[config.mk]
export PLATFORM = sky130hd
export DESIGN_NAME = iob_device_flat
export DESIGN_NICKNAME = d
export VERILOG_FILES = /design/src/design/iob_pkg.sv /design/src/design/iob_if.sv /design/src/design/iob_device.sv /design/src/design/iob_flags.sv /design/src/flat_wrapper.sv
export VERILOG_INCLUDE_DIRS = /design/src /design/src/design
export SDC_FILE = /design/constraint.sdc
export NUM_CORES = 1
export LEC_CHECK = 0
export BUFFER_PORTS_ARGS = -buffer_cell sky130_fd_sc_hd__buf_2
export CAP_MARGIN = 20
export CORE_ASPECT_RATIO = 2
export CORE_MARGIN = 2
export CORE_UTILIZATION = 35
export DETAILED_ROUTE_END_ITERATION = 7
export SYNTH_ARGS = -nofsm -noshare
export SYNTH_HDL_FRONTEND = slang
export SYNTH_SLANG_ARGS = --single-unit
[constraint.sdc]
create_clock -name sys_clk -period 3.8 [get_ports sys_clk]
set_input_delay 0.38 -clock sys_clk [delete_from_list [all_inputs] [get_ports sys_clk]]
set_output_delay 0.38 -clock sys_clk [all_outputs]
set_load 0.005 [all_outputs]
[src/design/iob_map.svh]
// constants of the io bus channel and programmed io port
`ifndef IOB_MAP_SVH
`define IOB_MAP_SVH

// device codes answered by the card
`define IOB_CODE_PIO 6'h06
`define IOB_CODE_DCH 6'h07

// mask bit 8 counted from the msb is data bit 7
`define IOB_MASK_IDX 7

// word count value that completes the block on its next word
`define IOB_COUNT_LAST 16'hffff

// lamp word bits, bus bit 15 is the lsb of the vector
`define IOB_LAMP_CLIMB 0
`define IOB_LAMP_LEVEL 1
`define IOB_LAMP_DESCEND 2
`define IOB_LAMP_NO_TURN 3
`define IOB_LAMP_NO_CLIMB 7
`define IOB_LAMP_NO_DESCEND 8
`define IOB_LAMP_FLAG_LSB 12
`define IOB_LAMP_SPARE_LSB 14

// input word fields
`define IOB_IN_RADAR_LOW 15
`define IOB_IN_RADAR_MID 14
`define IOB_IN_SENS_LSB 11
`define IOB_IN_RADAR_HIGH 10
`define IOB_IN_ALT_TOP 9

// channel status word fields
`define IOB_STAT_MCU_LSB 14
`define IOB_STAT_DEV_LSB 0

// controller register offsets
`define IOB_REG_CMD 3'h0
`define IOB_REG_DATA 3'h1
`define IOB_REG_RESULT 3'h2
`define IOB_REG_STATUS 3'h3
`define IOB_REG_MEM_ADDR 3'h4
`define IOB_REG_MEM_DATA 3'h5

// command register fields
`define IOB_CMD_CODE_LSB 0
`define IOB_CMD_OP_LSB 8
`define IOB_CMD_CTL_LSB 12

// reset values
`define IOB_RST_WORD 16'h0000

`endif

[src/design/iob_pkg.sv]
// types shared by both ends of the io bus
package iob_pkg;
    typedef enum logic [3:0] {op_none, op_write_a, op_write_b, op_write_c, op_read_a, op_read_b,
        op_read_c, op_no_transfer, op_skip_test, op_mask_out, op_interrupt_acknowledge,
        op_bus_reset} iob_op_t;
    typedef enum logic [1:0] {ctl_none, ctl_start, ctl_clear, ctl_pulse_p} iob_ctl_t;
    typedef enum logic [1:0] {ch_idle, ch_req, ch_addr, ch_data} iob_ch_state_t;
    typedef enum logic [2:0] {h_idle, h_ack, h_astb, h_awt, h_dstb, h_dwt} iob_host_state_t;

    typedef struct packed {
        logic busy;
        logic done;
        logic int_dis;
    } iob_flags_t;

    typedef struct packed {
        logic [15:0] lamp_word;
        logic [15:0] chan_addr;
        logic [15:0] word_count;
        logic [3:0] chan_dev;
        logic range_done;
        logic [15:0] rd_data;
        logic rd_oe;
        logic skip_busy;
        logic skip_done;
        iob_ch_state_t ch_state;
        logic [15:0] user_word;
        logic user_strobe;
    } iob_dev_t;

    typedef struct packed {
        iob_host_state_t st;
        iob_op_t op;
        iob_ctl_t ctl;
        logic [5:0] code;
        logic [15:0] dout;
        logic ack;
        logic astb;
        logic dstb;
        logic cmd_pend;
        iob_op_t pend_op;
        iob_ctl_t pend_ctl;
        logic [5:0] pend_code;
        logic [15:0] data_reg;
        logic [15:0] result;
        logic skip_busy;
        logic skip_done;
        logic ans_wait;
        logic [7:0] mem_addr;
        logic [7:0] chan_mem_addr;
        logic [15:0] rdata;
    } iob_host_t;
endpackage

[src/design/iob_if.sv]
// io bus between the cpu end and the device end
`timescale 1ns/1ps
`default_nettype none
interface iob_if;
    logic [5:0] code;
    logic [15:0] dout;
    iob_pkg::iob_op_t op;
    iob_pkg::iob_ctl_t ctl;
    logic int_prio_in;
    logic dch_prio_in;
    logic dch_ack;
    logic dch_addr_stb;
    logic dch_data_stb;
    logic [15:0] din;
    logic din_oe;
    logic skip_busy;
    logic skip_done;
    logic int_req;
    logic int_prio_out;
    logic dch_req;
    logic dch_prio_out;
    logic dch_dir;

    modport cpu (output code, dout, op, ctl, int_prio_in, dch_prio_in, dch_ack, dch_addr_stb, dch_data_stb,
        input din, din_oe, skip_busy, skip_done, int_req, int_prio_out, dch_req, dch_prio_out, dch_dir);
    modport dev (input code, dout, op, ctl, int_prio_in, dch_prio_in, dch_ack, dch_addr_stb, dch_data_stb,
        output din, din_oe, skip_busy, skip_done, int_req, int_prio_out, dch_req, dch_prio_out, dch_dir);
endinterface
`default_nettype wire

[src/design/iob_device.sv]
// device end: programmed io on code 6 and block channel on code 7
`timescale 1ns/1ps
`default_nettype none
`include "iob_map.svh"
module iob_device (
    // clock and reset
    input wire logic sys_clk,
    input wire logic sys_rst,
    // io bus
    iob_if.dev bus,
    // indicator
    output logic [15:0] lamp_word,
    // altimeter, switch and radar inputs
    input wire logic [2:0] radar_lines,
    input wire logic radar_fitted,
    input wire logic [2:0] sens_level,
    input wire logic [9:0] altitude_code,
    // channel peripheral side
    input wire logic [1:0] mcu_status,
    input wire logic range_window_closed,
    input wire logic chan_user_req,
    input wire logic [15:0] chan_word_in,
    output logic [15:0] chan_word_out,
    output logic chan_word_strobe,
    output logic [3:0] chan_dev_select,
    output logic chan_busy
);
    import iob_pkg::*;

    iob_dev_t d_reg;
    iob_dev_t d_next;
    logic pio_hit;
    logic dch_hit;
    logic start_p;
    logic clear_p;
    logic p_p;
    logic bus_rst;
    logic finish;
    logic busy;
    logic done;
    logic int_dis;
    logic int_req;
    logic [2:0] radar_eff;

    ////////////////////////////////////////////////////////////////////////////
    // decode

    assign pio_hit = (bus.code == `IOB_CODE_PIO);
    assign dch_hit = (bus.code == `IOB_CODE_DCH);
    // code 6 has no flag logic, so pulses addressed to it reach nothing
    assign start_p = dch_hit && (bus.ctl == ctl_start);
    assign clear_p = dch_hit && (bus.ctl == ctl_clear);
    assign p_p = dch_hit && (bus.ctl == ctl_pulse_p);
    assign bus_rst = (bus.op == op_bus_reset);
    assign finish = (d_reg.ch_state == ch_data) && bus.dch_data_stb && (d_reg.word_count == `IOB_COUNT_LAST);
    // absent radar reads as above every threshold
    assign radar_eff = radar_lines | {3{~radar_fitted}};

    iob_flags u_flags (
        .sys_clk(sys_clk),
        .sys_rst(sys_rst),
        .start_pulse(start_p),
        .clear_pulse(clear_p),
        .bus_reset(bus_rst),
        .mask_load(bus.op == op_mask_out),
        .mask_value(bus.dout[`IOB_MASK_IDX]),
        .finish(finish),
        .busy(busy),
        .done(done),
        .int_dis(int_dis)
    );

    ////////////////////////////////////////////////////////////////////////////
    // interrupt and priority chains

    assign int_req = (done | d_reg.range_done) & ~int_dis;
    assign bus.int_req = int_req;
    assign bus.int_prio_out = bus.int_prio_in & ~int_req;
    assign bus.dch_req = (d_reg.ch_state == ch_req);
    assign bus.dch_prio_out = bus.dch_prio_in & ~bus.dch_req;
    assign bus.dch_dir = d_reg.chan_dev[0];

    ////////////////////////////////////////////////////////////////////////////
    // next state

    always_comb begin
        d_next = d_reg;
        d_next.rd_data = `IOB_RST_WORD;
        d_next.rd_oe = 1'b0;
        d_next.skip_busy = 1'b0;
        d_next.skip_done = 1'b0;
        d_next.user_strobe = 1'b0;

        if (bus_rst || clear_p || p_p) begin
            d_next.range_done = 1'b0;
        end
        if (range_window_closed) begin
            d_next.range_done = 1'b1;
        end

        case (bus.op)
            op_write_a: begin
                if (pio_hit) begin
                    d_next.lamp_word = bus.dout;
                end else if (dch_hit) begin
                    d_next.chan_addr = bus.dout;
                end
            end
            op_write_b: begin
                if (dch_hit) begin
                    d_next.word_count = bus.dout;
                end
            end
            op_write_c: begin
                if (dch_hit) begin
                    d_next.chan_dev = bus.dout[3:0];
                end
            end
            op_read_a: begin
                if (pio_hit) begin
                    d_next.rd_data = {radar_eff[0], radar_eff[1], sens_level, radar_eff[2],
                        altitude_code};
                    d_next.rd_oe = 1'b1;
                end else if (dch_hit) begin
                    d_next.rd_data = d_reg.chan_addr;
                    d_next.rd_oe = 1'b1;
                end
            end
            op_read_b: begin
                if (dch_hit) begin
                    d_next.rd_data = {mcu_status, 10'h000, d_reg.chan_dev};
                end
                d_next.rd_oe = pio_hit || dch_hit;
            end
            op_read_c: begin
                if (dch_hit) begin
                    d_next.rd_data = {12'h000, d_reg.chan_dev};
                end
                d_next.rd_oe = pio_hit || dch_hit;
            end
            op_skip_test: begin
                if (dch_hit) begin
                    d_next.skip_busy = busy;
                    d_next.skip_done = done;
                end
            end
            op_interrupt_acknowledge: begin
                if (int_req && bus.int_prio_in) begin
                    d_next.rd_data = {10'h000, `IOB_CODE_DCH};
                    d_next.rd_oe = 1'b1;
                end
            end
            default: begin
            end
        endcase

        // a clear only stops new requests; a granted cycle runs to its end
        case (d_reg.ch_state)
            ch_idle: begin
                if (busy && chan_user_req) begin
                    d_next.ch_state = ch_req;
                end
            end
            ch_req: begin
                if (bus.dch_ack && bus.dch_prio_in) begin
                    d_next.ch_state = ch_addr;
                end
            end
            ch_addr: begin
                if (bus.dch_addr_stb) begin
                    d_next.rd_data = d_reg.chan_addr;
                    d_next.rd_oe = 1'b1;
                    d_next.ch_state = ch_data;
                end
            end
            ch_data: begin
                if (bus.dch_data_stb) begin
                    if (d_reg.chan_dev[0]) begin
                        d_next.rd_data = chan_word_in;
                        d_next.rd_oe = 1'b1;
                    end else begin
                        d_next.user_word = bus.dout;
                    end
                    d_next.user_strobe = 1'b1;
                    d_next.chan_addr = d_reg.chan_addr + 16'h0001;
                    d_next.word_count = d_reg.word_count + 16'h0001;
                    d_next.ch_state = ch_idle;
                end
            end
            default: begin
                d_next.ch_state = ch_idle;
            end
        endcase

        if (bus_rst) begin
            d_next.ch_state = ch_idle;
        end
    end

    always_ff @(posedge sys_clk) begin
        if (sys_rst) begin
            d_reg <= '0;
        end else begin
            d_reg <= d_next;
        end
    end

    ////////////////////////////////////////////////////////////////////////////
    // outputs

    assign bus.din = d_reg.rd_data;
    assign bus.din_oe = d_reg.rd_oe;
    assign bus.skip_busy = d_reg.skip_busy;
    assign bus.skip_done = d_reg.skip_done;
    assign lamp_word = d_reg.lamp_word;
    assign chan_word_out = d_reg.user_word;
    assign chan_word_strobe = d_reg.user_strobe;
    assign chan_dev_select = d_reg.chan_dev;
    assign chan_busy = busy;
endmodule
`default_nettype wire

[src/design/iob_flags.sv]
// busy, done and interrupt-disable flags of one device code
`timescale 1ns/1ps
`default_nettype none
module iob_flags (
    // clock and reset
    input wire logic sys_clk,
    input wire logic sys_rst,
    // control pulses; start and clear already qualified by device code, bus reset and mask load not
    input wire logic start_pulse,
    input wire logic clear_pulse,
    input wire logic bus_reset,
    input wire logic mask_load,
    input wire logic mask_value,
    input wire logic finish,
    // flags
    output logic busy,
    output logic done,
    output logic int_dis
);
    import iob_pkg::*;

    iob_flags_t f_reg;
    iob_flags_t f_next;

    always_comb begin
        f_next = f_reg;
        if (bus_reset) begin
            f_next = '0;
        end else if (clear_pulse) begin
            f_next.busy = 1'b0;
            f_next.done = 1'b0;
        end else if (start_pulse) begin
            f_next.busy = 1'b1;
            f_next.done = 1'b0;
        end
        // completion beats a clear in the same cycle so the event is kept
        if (finish && f_reg.busy && !start_pulse && !bus_reset) begin
            f_next.busy = 1'b0;
            f_next.done = 1'b1;
        end
        if (mask_load) begin
            f_next.int_dis = mask_value;
        end
    end

    always_ff @(posedge sys_clk) begin
        if (sys_rst) begin
            f_reg <= '0;
        end else begin
            f_reg <= f_next;
        end
    end

    assign busy = f_reg.busy;
    assign done = f_reg.done;
    assign int_dis = f_reg.int_dis;
endmodule
`default_nettype wire

[src/flat_wrapper.sv]
// flat-port wrapper written by rule: the top's interface ports become plain ports
module iob_device_flat import iob_pkg::*;
  (sys_clk, sys_rst, lamp_word, radar_lines, radar_fitted, sens_level, altitude_code, mcu_status, range_window_closed, chan_user_req, chan_word_in, chan_word_out, chan_word_strobe, chan_dev_select, chan_busy, bus_code, bus_dout, bus_op, bus_ctl, bus_int_prio_in, bus_dch_prio_in, bus_dch_ack, bus_dch_addr_stb, bus_dch_data_stb, bus_din, bus_din_oe, bus_skip_busy, bus_skip_done, bus_int_req, bus_int_prio_out, bus_dch_req, bus_dch_prio_out, bus_dch_dir);
  iob_if bus_i ();
  input wire logic sys_clk;
  input wire logic sys_rst;
  output logic [15:0] lamp_word;
  input wire logic [2:0] radar_lines;
  input wire logic radar_fitted;
  input wire logic [2:0] sens_level;
  input wire logic [9:0] altitude_code;
  input wire logic [1:0] mcu_status;
  input wire logic range_window_closed;
  input wire logic chan_user_req;
  input wire logic [15:0] chan_word_in;
  output logic [15:0] chan_word_out;
  output logic chan_word_strobe;
  output logic [3:0] chan_dev_select;
  output logic chan_busy;
  input wire logic [$bits(bus_i.code)-1:0] bus_code;
  input wire logic [$bits(bus_i.dout)-1:0] bus_dout;
  input wire logic [$bits(bus_i.op)-1:0] bus_op;
  input wire logic [$bits(bus_i.ctl)-1:0] bus_ctl;
  input wire logic [$bits(bus_i.int_prio_in)-1:0] bus_int_prio_in;
  input wire logic [$bits(bus_i.dch_prio_in)-1:0] bus_dch_prio_in;
  input wire logic [$bits(bus_i.dch_ack)-1:0] bus_dch_ack;
  input wire logic [$bits(bus_i.dch_addr_stb)-1:0] bus_dch_addr_stb;
  input wire logic [$bits(bus_i.dch_data_stb)-1:0] bus_dch_data_stb;
  output wire logic [$bits(bus_i.din)-1:0] bus_din;
  output wire logic [$bits(bus_i.din_oe)-1:0] bus_din_oe;
  output wire logic [$bits(bus_i.skip_busy)-1:0] bus_skip_busy;
  output wire logic [$bits(bus_i.skip_done)-1:0] bus_skip_done;
  output wire logic [$bits(bus_i.int_req)-1:0] bus_int_req;
  output wire logic [$bits(bus_i.int_prio_out)-1:0] bus_int_prio_out;
  output wire logic [$bits(bus_i.dch_req)-1:0] bus_dch_req;
  output wire logic [$bits(bus_i.dch_prio_out)-1:0] bus_dch_prio_out;
  output wire logic [$bits(bus_i.dch_dir)-1:0] bus_dch_dir;
  assign bus_i.code = bus_code;
  assign bus_i.dout = bus_dout;
  assign bus_i.op = bus_op;
  assign bus_i.ctl = bus_ctl;
  assign bus_i.int_prio_in = bus_int_prio_in;
  assign bus_i.dch_prio_in = bus_dch_prio_in;
  assign bus_i.dch_ack = bus_dch_ack;
  assign bus_i.dch_addr_stb = bus_dch_addr_stb;
  assign bus_i.dch_data_stb = bus_dch_data_stb;
  assign bus_din = bus_i.din;
  assign bus_din_oe = bus_i.din_oe;
  assign bus_skip_busy = bus_i.skip_busy;
  assign bus_skip_done = bus_i.skip_done;
  assign bus_int_req = bus_i.int_req;
  assign bus_int_prio_out = bus_i.int_prio_out;
  assign bus_dch_req = bus_i.dch_req;
  assign bus_dch_prio_out = bus_i.dch_prio_out;
  assign bus_dch_dir = bus_i.dch_dir;
  iob_device u_core (.sys_clk(sys_clk), .sys_rst(sys_rst), .bus(bus_i), .lamp_word(lamp_word), .radar_lines(radar_lines), .radar_fitted(radar_fitted), .sens_level(sens_level), .altitude_code(altitude_code), .mcu_status(mcu_status), .range_window_closed(range_window_closed), .chan_user_req(chan_user_req), .chan_word_in(chan_word_in), .chan_word_out(chan_word_out), .chan_word_strobe(chan_word_strobe), .chan_dev_select(chan_dev_select), .chan_busy(chan_busy));
endmodule
==> flow_summary.toml, run 1 <==
[clock_network]
path_clk_slew_ns = 0.07
cts.repair.resized = 0
hold_buffers = 0
cts_buffers = 9
cts_root_buf = "clkbuf_16"
clk_path_buf_depth = 2
cts.sinks = 94
cts_setup_buffers = 0
cts_max_level = 3
cts_tree = "yes"
clock_latency_ns = 0.35

[floorplan]
rows = 62
io_pins = 134
coreArea_mm2 = 0.0143
die-area_mm2 = 0.0155
fp.dieH_um = 174
start_util_pct = 35.6
die_x_um = 89.2

[global_routing]
grt_first_pass_wirelength_mm = 24.3
antenna_found_initial = 0
grt_pass1_vias = 4508
grt_overflow = 0
grt_max_degree = 71
grt_util_all_layers_pct = 20.3

[power_and_ir_drop]
combPwrFrac_pct = 7.4
clock_power_share_pct = 45.9
power_density_mw_per_mm2 = 370
vdd_drop_max_v = 0.000219
netSwitchingFraction_pct = 23.5
p_switching_uw = 501
p_leak_uw = 0.00224
p_int_uw = 1630
power_frac_seq_pct = 46.6

[synthesis]
post_synth.cell_area_avg_um2 = 8.26
synth_cells = 615
synth_adder_area_share_pct = 1.48
synth_area_leaders = "dfxtp_1 (37%), buf_4 (7.8%), mux2i_1 (6.7%), a21oi_1 (5.9%), nand2_1 (4.7%)"
synth_compound_area_share_pct = 18.8
yosysSeqAreaShare_pct = 37.1
synth_top_area_share_pct = 37.1
synth_top_area_cell = "dfxtp_1"
synth_cell_types = 58
synth_top_family_by_area = "simple AND/OR/NAND/NOR gates"
synth-simple-area-share_pct = 23.6
syn-num-nets = 693
netlist_area_mm2 = 0.00508
synth_edf_count = 0
synthFlopType = "dfxtp_1"
ys.warnings.count = 0
synth-xor-area-share_pct = 0.172
synthMuxAreaShare_pct = 6.70
async_flop_share_pct = 0
ys_ff_latch = 94

[setup_path]
end_kind = "flop"
r2r_slack_ns = 1.10
path_class = "reg -> reg"
cp_data_required_time_ns = 4.04
crit_fanout = 21
arrival_ns = 2.94
crit_path_start_kind = "flop"

[final_layout]
final_common_cell = "buf_2"
multiInputGateArea_mm2 = 0.00258
fin_area_mm2 = 0.00577
drive_gt1_share_pct = 25.0
area_delta_synth_final_pct = 13.6
antenna_cells = 0
num-nets-final = 752
final_cell_mix = "buf_2 (133), dfxtp_1 (94), nand2_1 (63)"
fillCellCount = 1520
largest_reg_flops = 35
seqCellArea_mm2 = 0.00188

[routing]
drt-pass1-iter-count = 5
finalWirelength_mm = 15.9
drc = 0
vias = 4830
dr.first_iter.drc_count = 325
post_drt_wl_per_cell_um = 18.2
vias_per_cell = 5.55
antenna_left = 0

[sta]
fin_crit_ns = 2.70
clock.fmax_mhz = 371
tns_ns = 0
rsz0062_at_grt = "no"
post-route-period-util_pct = 71.0
slew_violations = 0
relSlewSlack_pct = 32.5
final-hold-violation-count = 0
setup_viol = 0
finClkSkew_ns = 0.00978
worst_slew_pin_slew_ns = 0.999

[place]
place_area_mm2 = 0.00545
dp_hpwl_mm = 11.9
gp_congestion = 0.873
port_buffers = 133

[hold_path]
hold_path_class = "in -> reg"

[status]
status = "complete, no violations"

[run]
drv_cap = 0
## cells in the mapped netlist, types with 3 or more instances
library cell / number
a211oi_1: 7
a21o_1: 3
a21oi_1: 60
a221oi_1: 8
a22oi_1: 12
a2bb2oi_1: 6
a31oi_1: 13
and2_1: 3
and3_1: 8
and4_1: 3
buf_2: 4
buf_4: 53
buf_6: 3
clkbuf_1: 28
dfxtp_1: 94
ha_1: 6
inv_1: 10
mux2i_1: 34
nand2_1: 63
nand2b_1: 5
nand3_1: 27
nand4_1: 13
nor2_1: 50
nor2b_1: 6
nor3_1: 11
nor4_1: 5
nor4b_1: 3
o211ai_1: 3
o21ai_0: 15
o22ai_1: 13
or2_2: 5
or3_1: 7
## critical path: stages, from the launching register on
cell,delay (ns)
dfxtp_1,0.34
ha_1,0.27
and3_1,0.43
a21o_1,0.27
a21oi_1,0.43
nand4_1,0.55
o22ai_1,0.30
## power by group through the flow
| stage | combinational, uW | clock [uW] | sequential [uW] |
|---|---|---|---|
| after floorplan | 76.2 | 0 | 1020 |
| after global placement | 153 | 0 | 1020 |
| after detailed placement | 156 | 0 | 1020 |
| after CTS | 157 | 1020 | 994 |
| after global routing | 170 | 1050 | 995 |
| final | 158 | 979 | 994 |
## layer usage
metal | up-vias | routed length, um | global-route usage (%)
met5 | - | 0 | 0
met4 | 0 | 907 | 12.9
met3 | 48 | 713 | 2.61
met2 | 170 | 8410 | 35.2
met1 | 2315 | 5820 | 22.2
li1 | 2297 | - | -
## layout make-up
type | instances | area share, %
Clock inverter | 6 | 1.63
Clock buffer | 10 | 3.97
Timing Repair Buffer | 138 | 12.2
Tap cell | 192 | 4.16
Inverter | 11 | 0.716
Multi-Input combinational cell | 420 | 44.7
Sequential cell | 94 | 32.6
## metrics by stage
stage / util (%) / setup slack (ns) / hold WS, ns / total power [uW] / std cells
after floorplan: - / 1.77 / 0.432 / 1090 / 615
after global placement: 38.2 / 1.13 / 0.439 / 1170 / 855
after detailed placement: 38.2 / 1.08 / 0.444 / 1170 / 855
after CTS: 40.4 / 1.12 / 0.250 / 2170 / 871
after global routing: 40.4 / 1.01 / 0.267 / 2210 / 871
final: 40.4 / 1.10 / 0.265 / 2130 / 871
## path summary, 6_finish.rpt
path | to | cells after the start | from
setup / recovery | u_core.bus.din[9]$_SDFF_PP0_ | 6 | u_core.d_reg[17]$_SDFFE_PP0P_
hold / removal | u_core.d_reg[38]$_SDFFE_PP0P_ | 2 | range_window_closed
setup reg to reg | u_core.bus.din[9]$_SDFF_PP0_ | 6 | u_core.d_reg[17]$_SDFFE_PP0P_
hold reg to reg | u_core.chan_word_out[9]$_SDFFE_PP0P_ | 2 | u_core.chan_word_out[9]$_SDFFE_PP0P_
## logic make-up (layout without fill, tap and decap cells)
family	Yosys count	count (layout)
AOI/OAI and AO/OA	151	151
xor gates and xnor gates	1	1
buffers and inverters	101	165
adders and majority gates	6	6
and+or+nand+nor	228	228
muxes	34	34
DFF	94	94
Power figures use the tool's default switching activity.
==> inputs of run 2 (changes only) <==
==> constraint.sdc (replaced) <==
create_clock -name sys_clk -period 2.3 [get_ports sys_clk]
set_input_delay 0.23 -clock sys_clk [delete_from_list [all_inputs] [get_ports sys_clk]]
set_output_delay 0.23 -clock sys_clk [all_outputs]
set_load 0.005 [all_outputs]
==> run 2 against run 1 <==
Against the previous run:
- wire length rose by 1.1%
- sequential share of layout area shrank 0.81 points
- critical path depth stayed put
- die area unchanged
- flip-flop and latch count did not move
- clock power increased by 55%
- cell count increased by 2.4%
- critical path type unchanged
==> flow_summary.toml, run 2 (synthesis gave the netlist of run 1 again) <==
[power_and_ir_drop]
clock_power_share_pct = 44.3
power_frac_seq_pct = 47.8
netSwitchingFraction_pct = 24.7
power_density_mw_per_mm2 = 581
p_int_uw = 2590
vdd_drop_max_v = 0.000362
p_leak_uw = 0.00234
p_switching_uw = 851
combPwrFrac_pct = 7.8

[sta]
relSlewSlack_pct = 51.1
setup_ws_ns = 0.213
fin_crit_ns = 2.09
tns_ns = 0
setup_viol = 0
final-hold-violation-count = 0
rsz0062_at_grt = "no"
whs_ns = 0.0982
worst_slew_pin_slew_ns = 0.733
slew_violations = 0
post-route-period-util_pct = 90.7
clock.fmax_mhz = 479
finClkSkew_ns = 0.00670

[routing]
antenna_left = 0
drt-pass1-iter-count = 5
finalWirelength_mm = 16.0
dr.first_iter.drc_count = 256
post_drt_wl_per_cell_um = 18.0
drc = 0
vias_per_cell = 5.47
vias = 4882

[final_layout]
final_cell_mix = "buf_2 (133), dfxtp_1 (94), nand2_1 (63)"
num-nets-final = 773
area_delta_synth_final_pct = 16.5
fillCellCount = 1529
antenna_cells = 0
fin_area_mm2 = 0.00592
drive_gt1_share_pct = 27.4
final_cell_count_no_fill = 892
largest_reg_flops = 35
final_common_cell = "buf_2"

[clock_network]
cts_root_buf = "clkbuf_16"
clock_latency_ns = 0.35
cts_buffers = 9
cts_setup_buffers = 0
cts.sinks = 94
cts_tree = "yes"
hold_buffers = 0
cts.repair.resized = 0
cts_max_level = 3
path_clk_slew_ns = 0.07
clk_path_buf_depth = 2

[run]
drv_cap = 0

[place]
dp_hpwl_mm = 12.3
port_buffers = 133
gp_congestion = 0.929
place_area_mm2 = 0.00562
dp_cells = 876
pre_cts_ws_ns = 0.180

[floorplan]
rows = 62
die-area_mm2 = 0.0155
io_pins = 134
start_util_pct = 35.6
die_x_um = 89.2
fp.dieH_um = 174
coreArea_mm2 = 0.0143

[setup_path]
worst_path_largest_cell_delay_ns = 0.66
path_class = "reg -> reg"
end_kind = "flop"
crit_fanout = 5
cpMostUsedCell = "a21oi_1"
cp_data_required_time_ns = 2.58
crit_chain = "ha_1 -> and4_1 -> or4b_2 -> nor3_1 -> a21oi_1 -> a21oi_1"
arrival_ns = 2.37
crit_family = "simple AND/OR/NAND/NOR gates"
critPathBufInv = 0
slowest_stage = "or4b_2"
crit_path_start_kind = "flop"

[global_routing]
grt_first_pass_wirelength_mm = 24.8
grt_overflow = 0
grt_max_degree = 54
grt_util_all_layers_pct = 20.9
grt_pass1_vias = 4702
antenna_found_initial = 0

[hold_path]
hold_path_class = "in -> reg"

[status]
status = "complete, no violations"
==> run 2: cell type report <==
class / instances / area (um^2) / area share (%)
Multi-Input combinational cell: 420 / 2580 / 43.6
Clock buffer: 9 / 225 / 3.81
Clock inverter: 7 / 73.8 / 1.25
Sequential cell: 94 / 1880 / 31.8
Tap cell: 192 / 240 / 4.06
Timing Repair Buffer: 159 / 873 / 14.8
Inverter: 11 / 41.3 / 0.698
==> run 2: power by group through the flow <==
stage                     Combinational, uW  Clock (uW)  Sequential, uW
final                                   270        1520            1640
after global routing                    291        1620            1640
after CTS                               271        1560            1640
after detailed placement                269           0            1680
after global placement                  261           0            1680
after floorplan                         126           0            1680
==> run 2: per-stage QoR <==
stage	total power, uW	utilization (%)
floorplan	1800	-
global placement	1940	39.3
detailed placement	1950	39.3
CTS	3470	41.4
global route	3560	41.4
finish	3440	41.4
==> run 2: path summary, 6_finish.rpt <==
check,from,end,slack (ns),depth (start not counted)
hold reg to reg,u_core.chan_word_out[2]$_SDFFE_PP0P_,u_core.chan_word_out[2]$_SDFFE_PP0P_,0.46,2
setup reg to reg,u_core.d_reg[17]$_SDFFE_PP0P_,u_core.d_reg[57]$_SDFF_PP0_,0.21,6
hold / removal,range_window_closed,u_core.d_reg[38]$_SDFFE_PP0P_,0.1,2
setup / recovery,u_core.d_reg[17]$_SDFFE_PP0P_,u_core.d_reg[57]$_SDFF_PP0_,0.21,6
==> run 2: layer usage <==
metal | GRT usage (%) | share of wire, %
met4 | 11.1 | 4.5
met3 | 2.66 | 4.4
met1 | 22.2 | 36
met5 | 0 | 0
met2 | 38.0 | 55
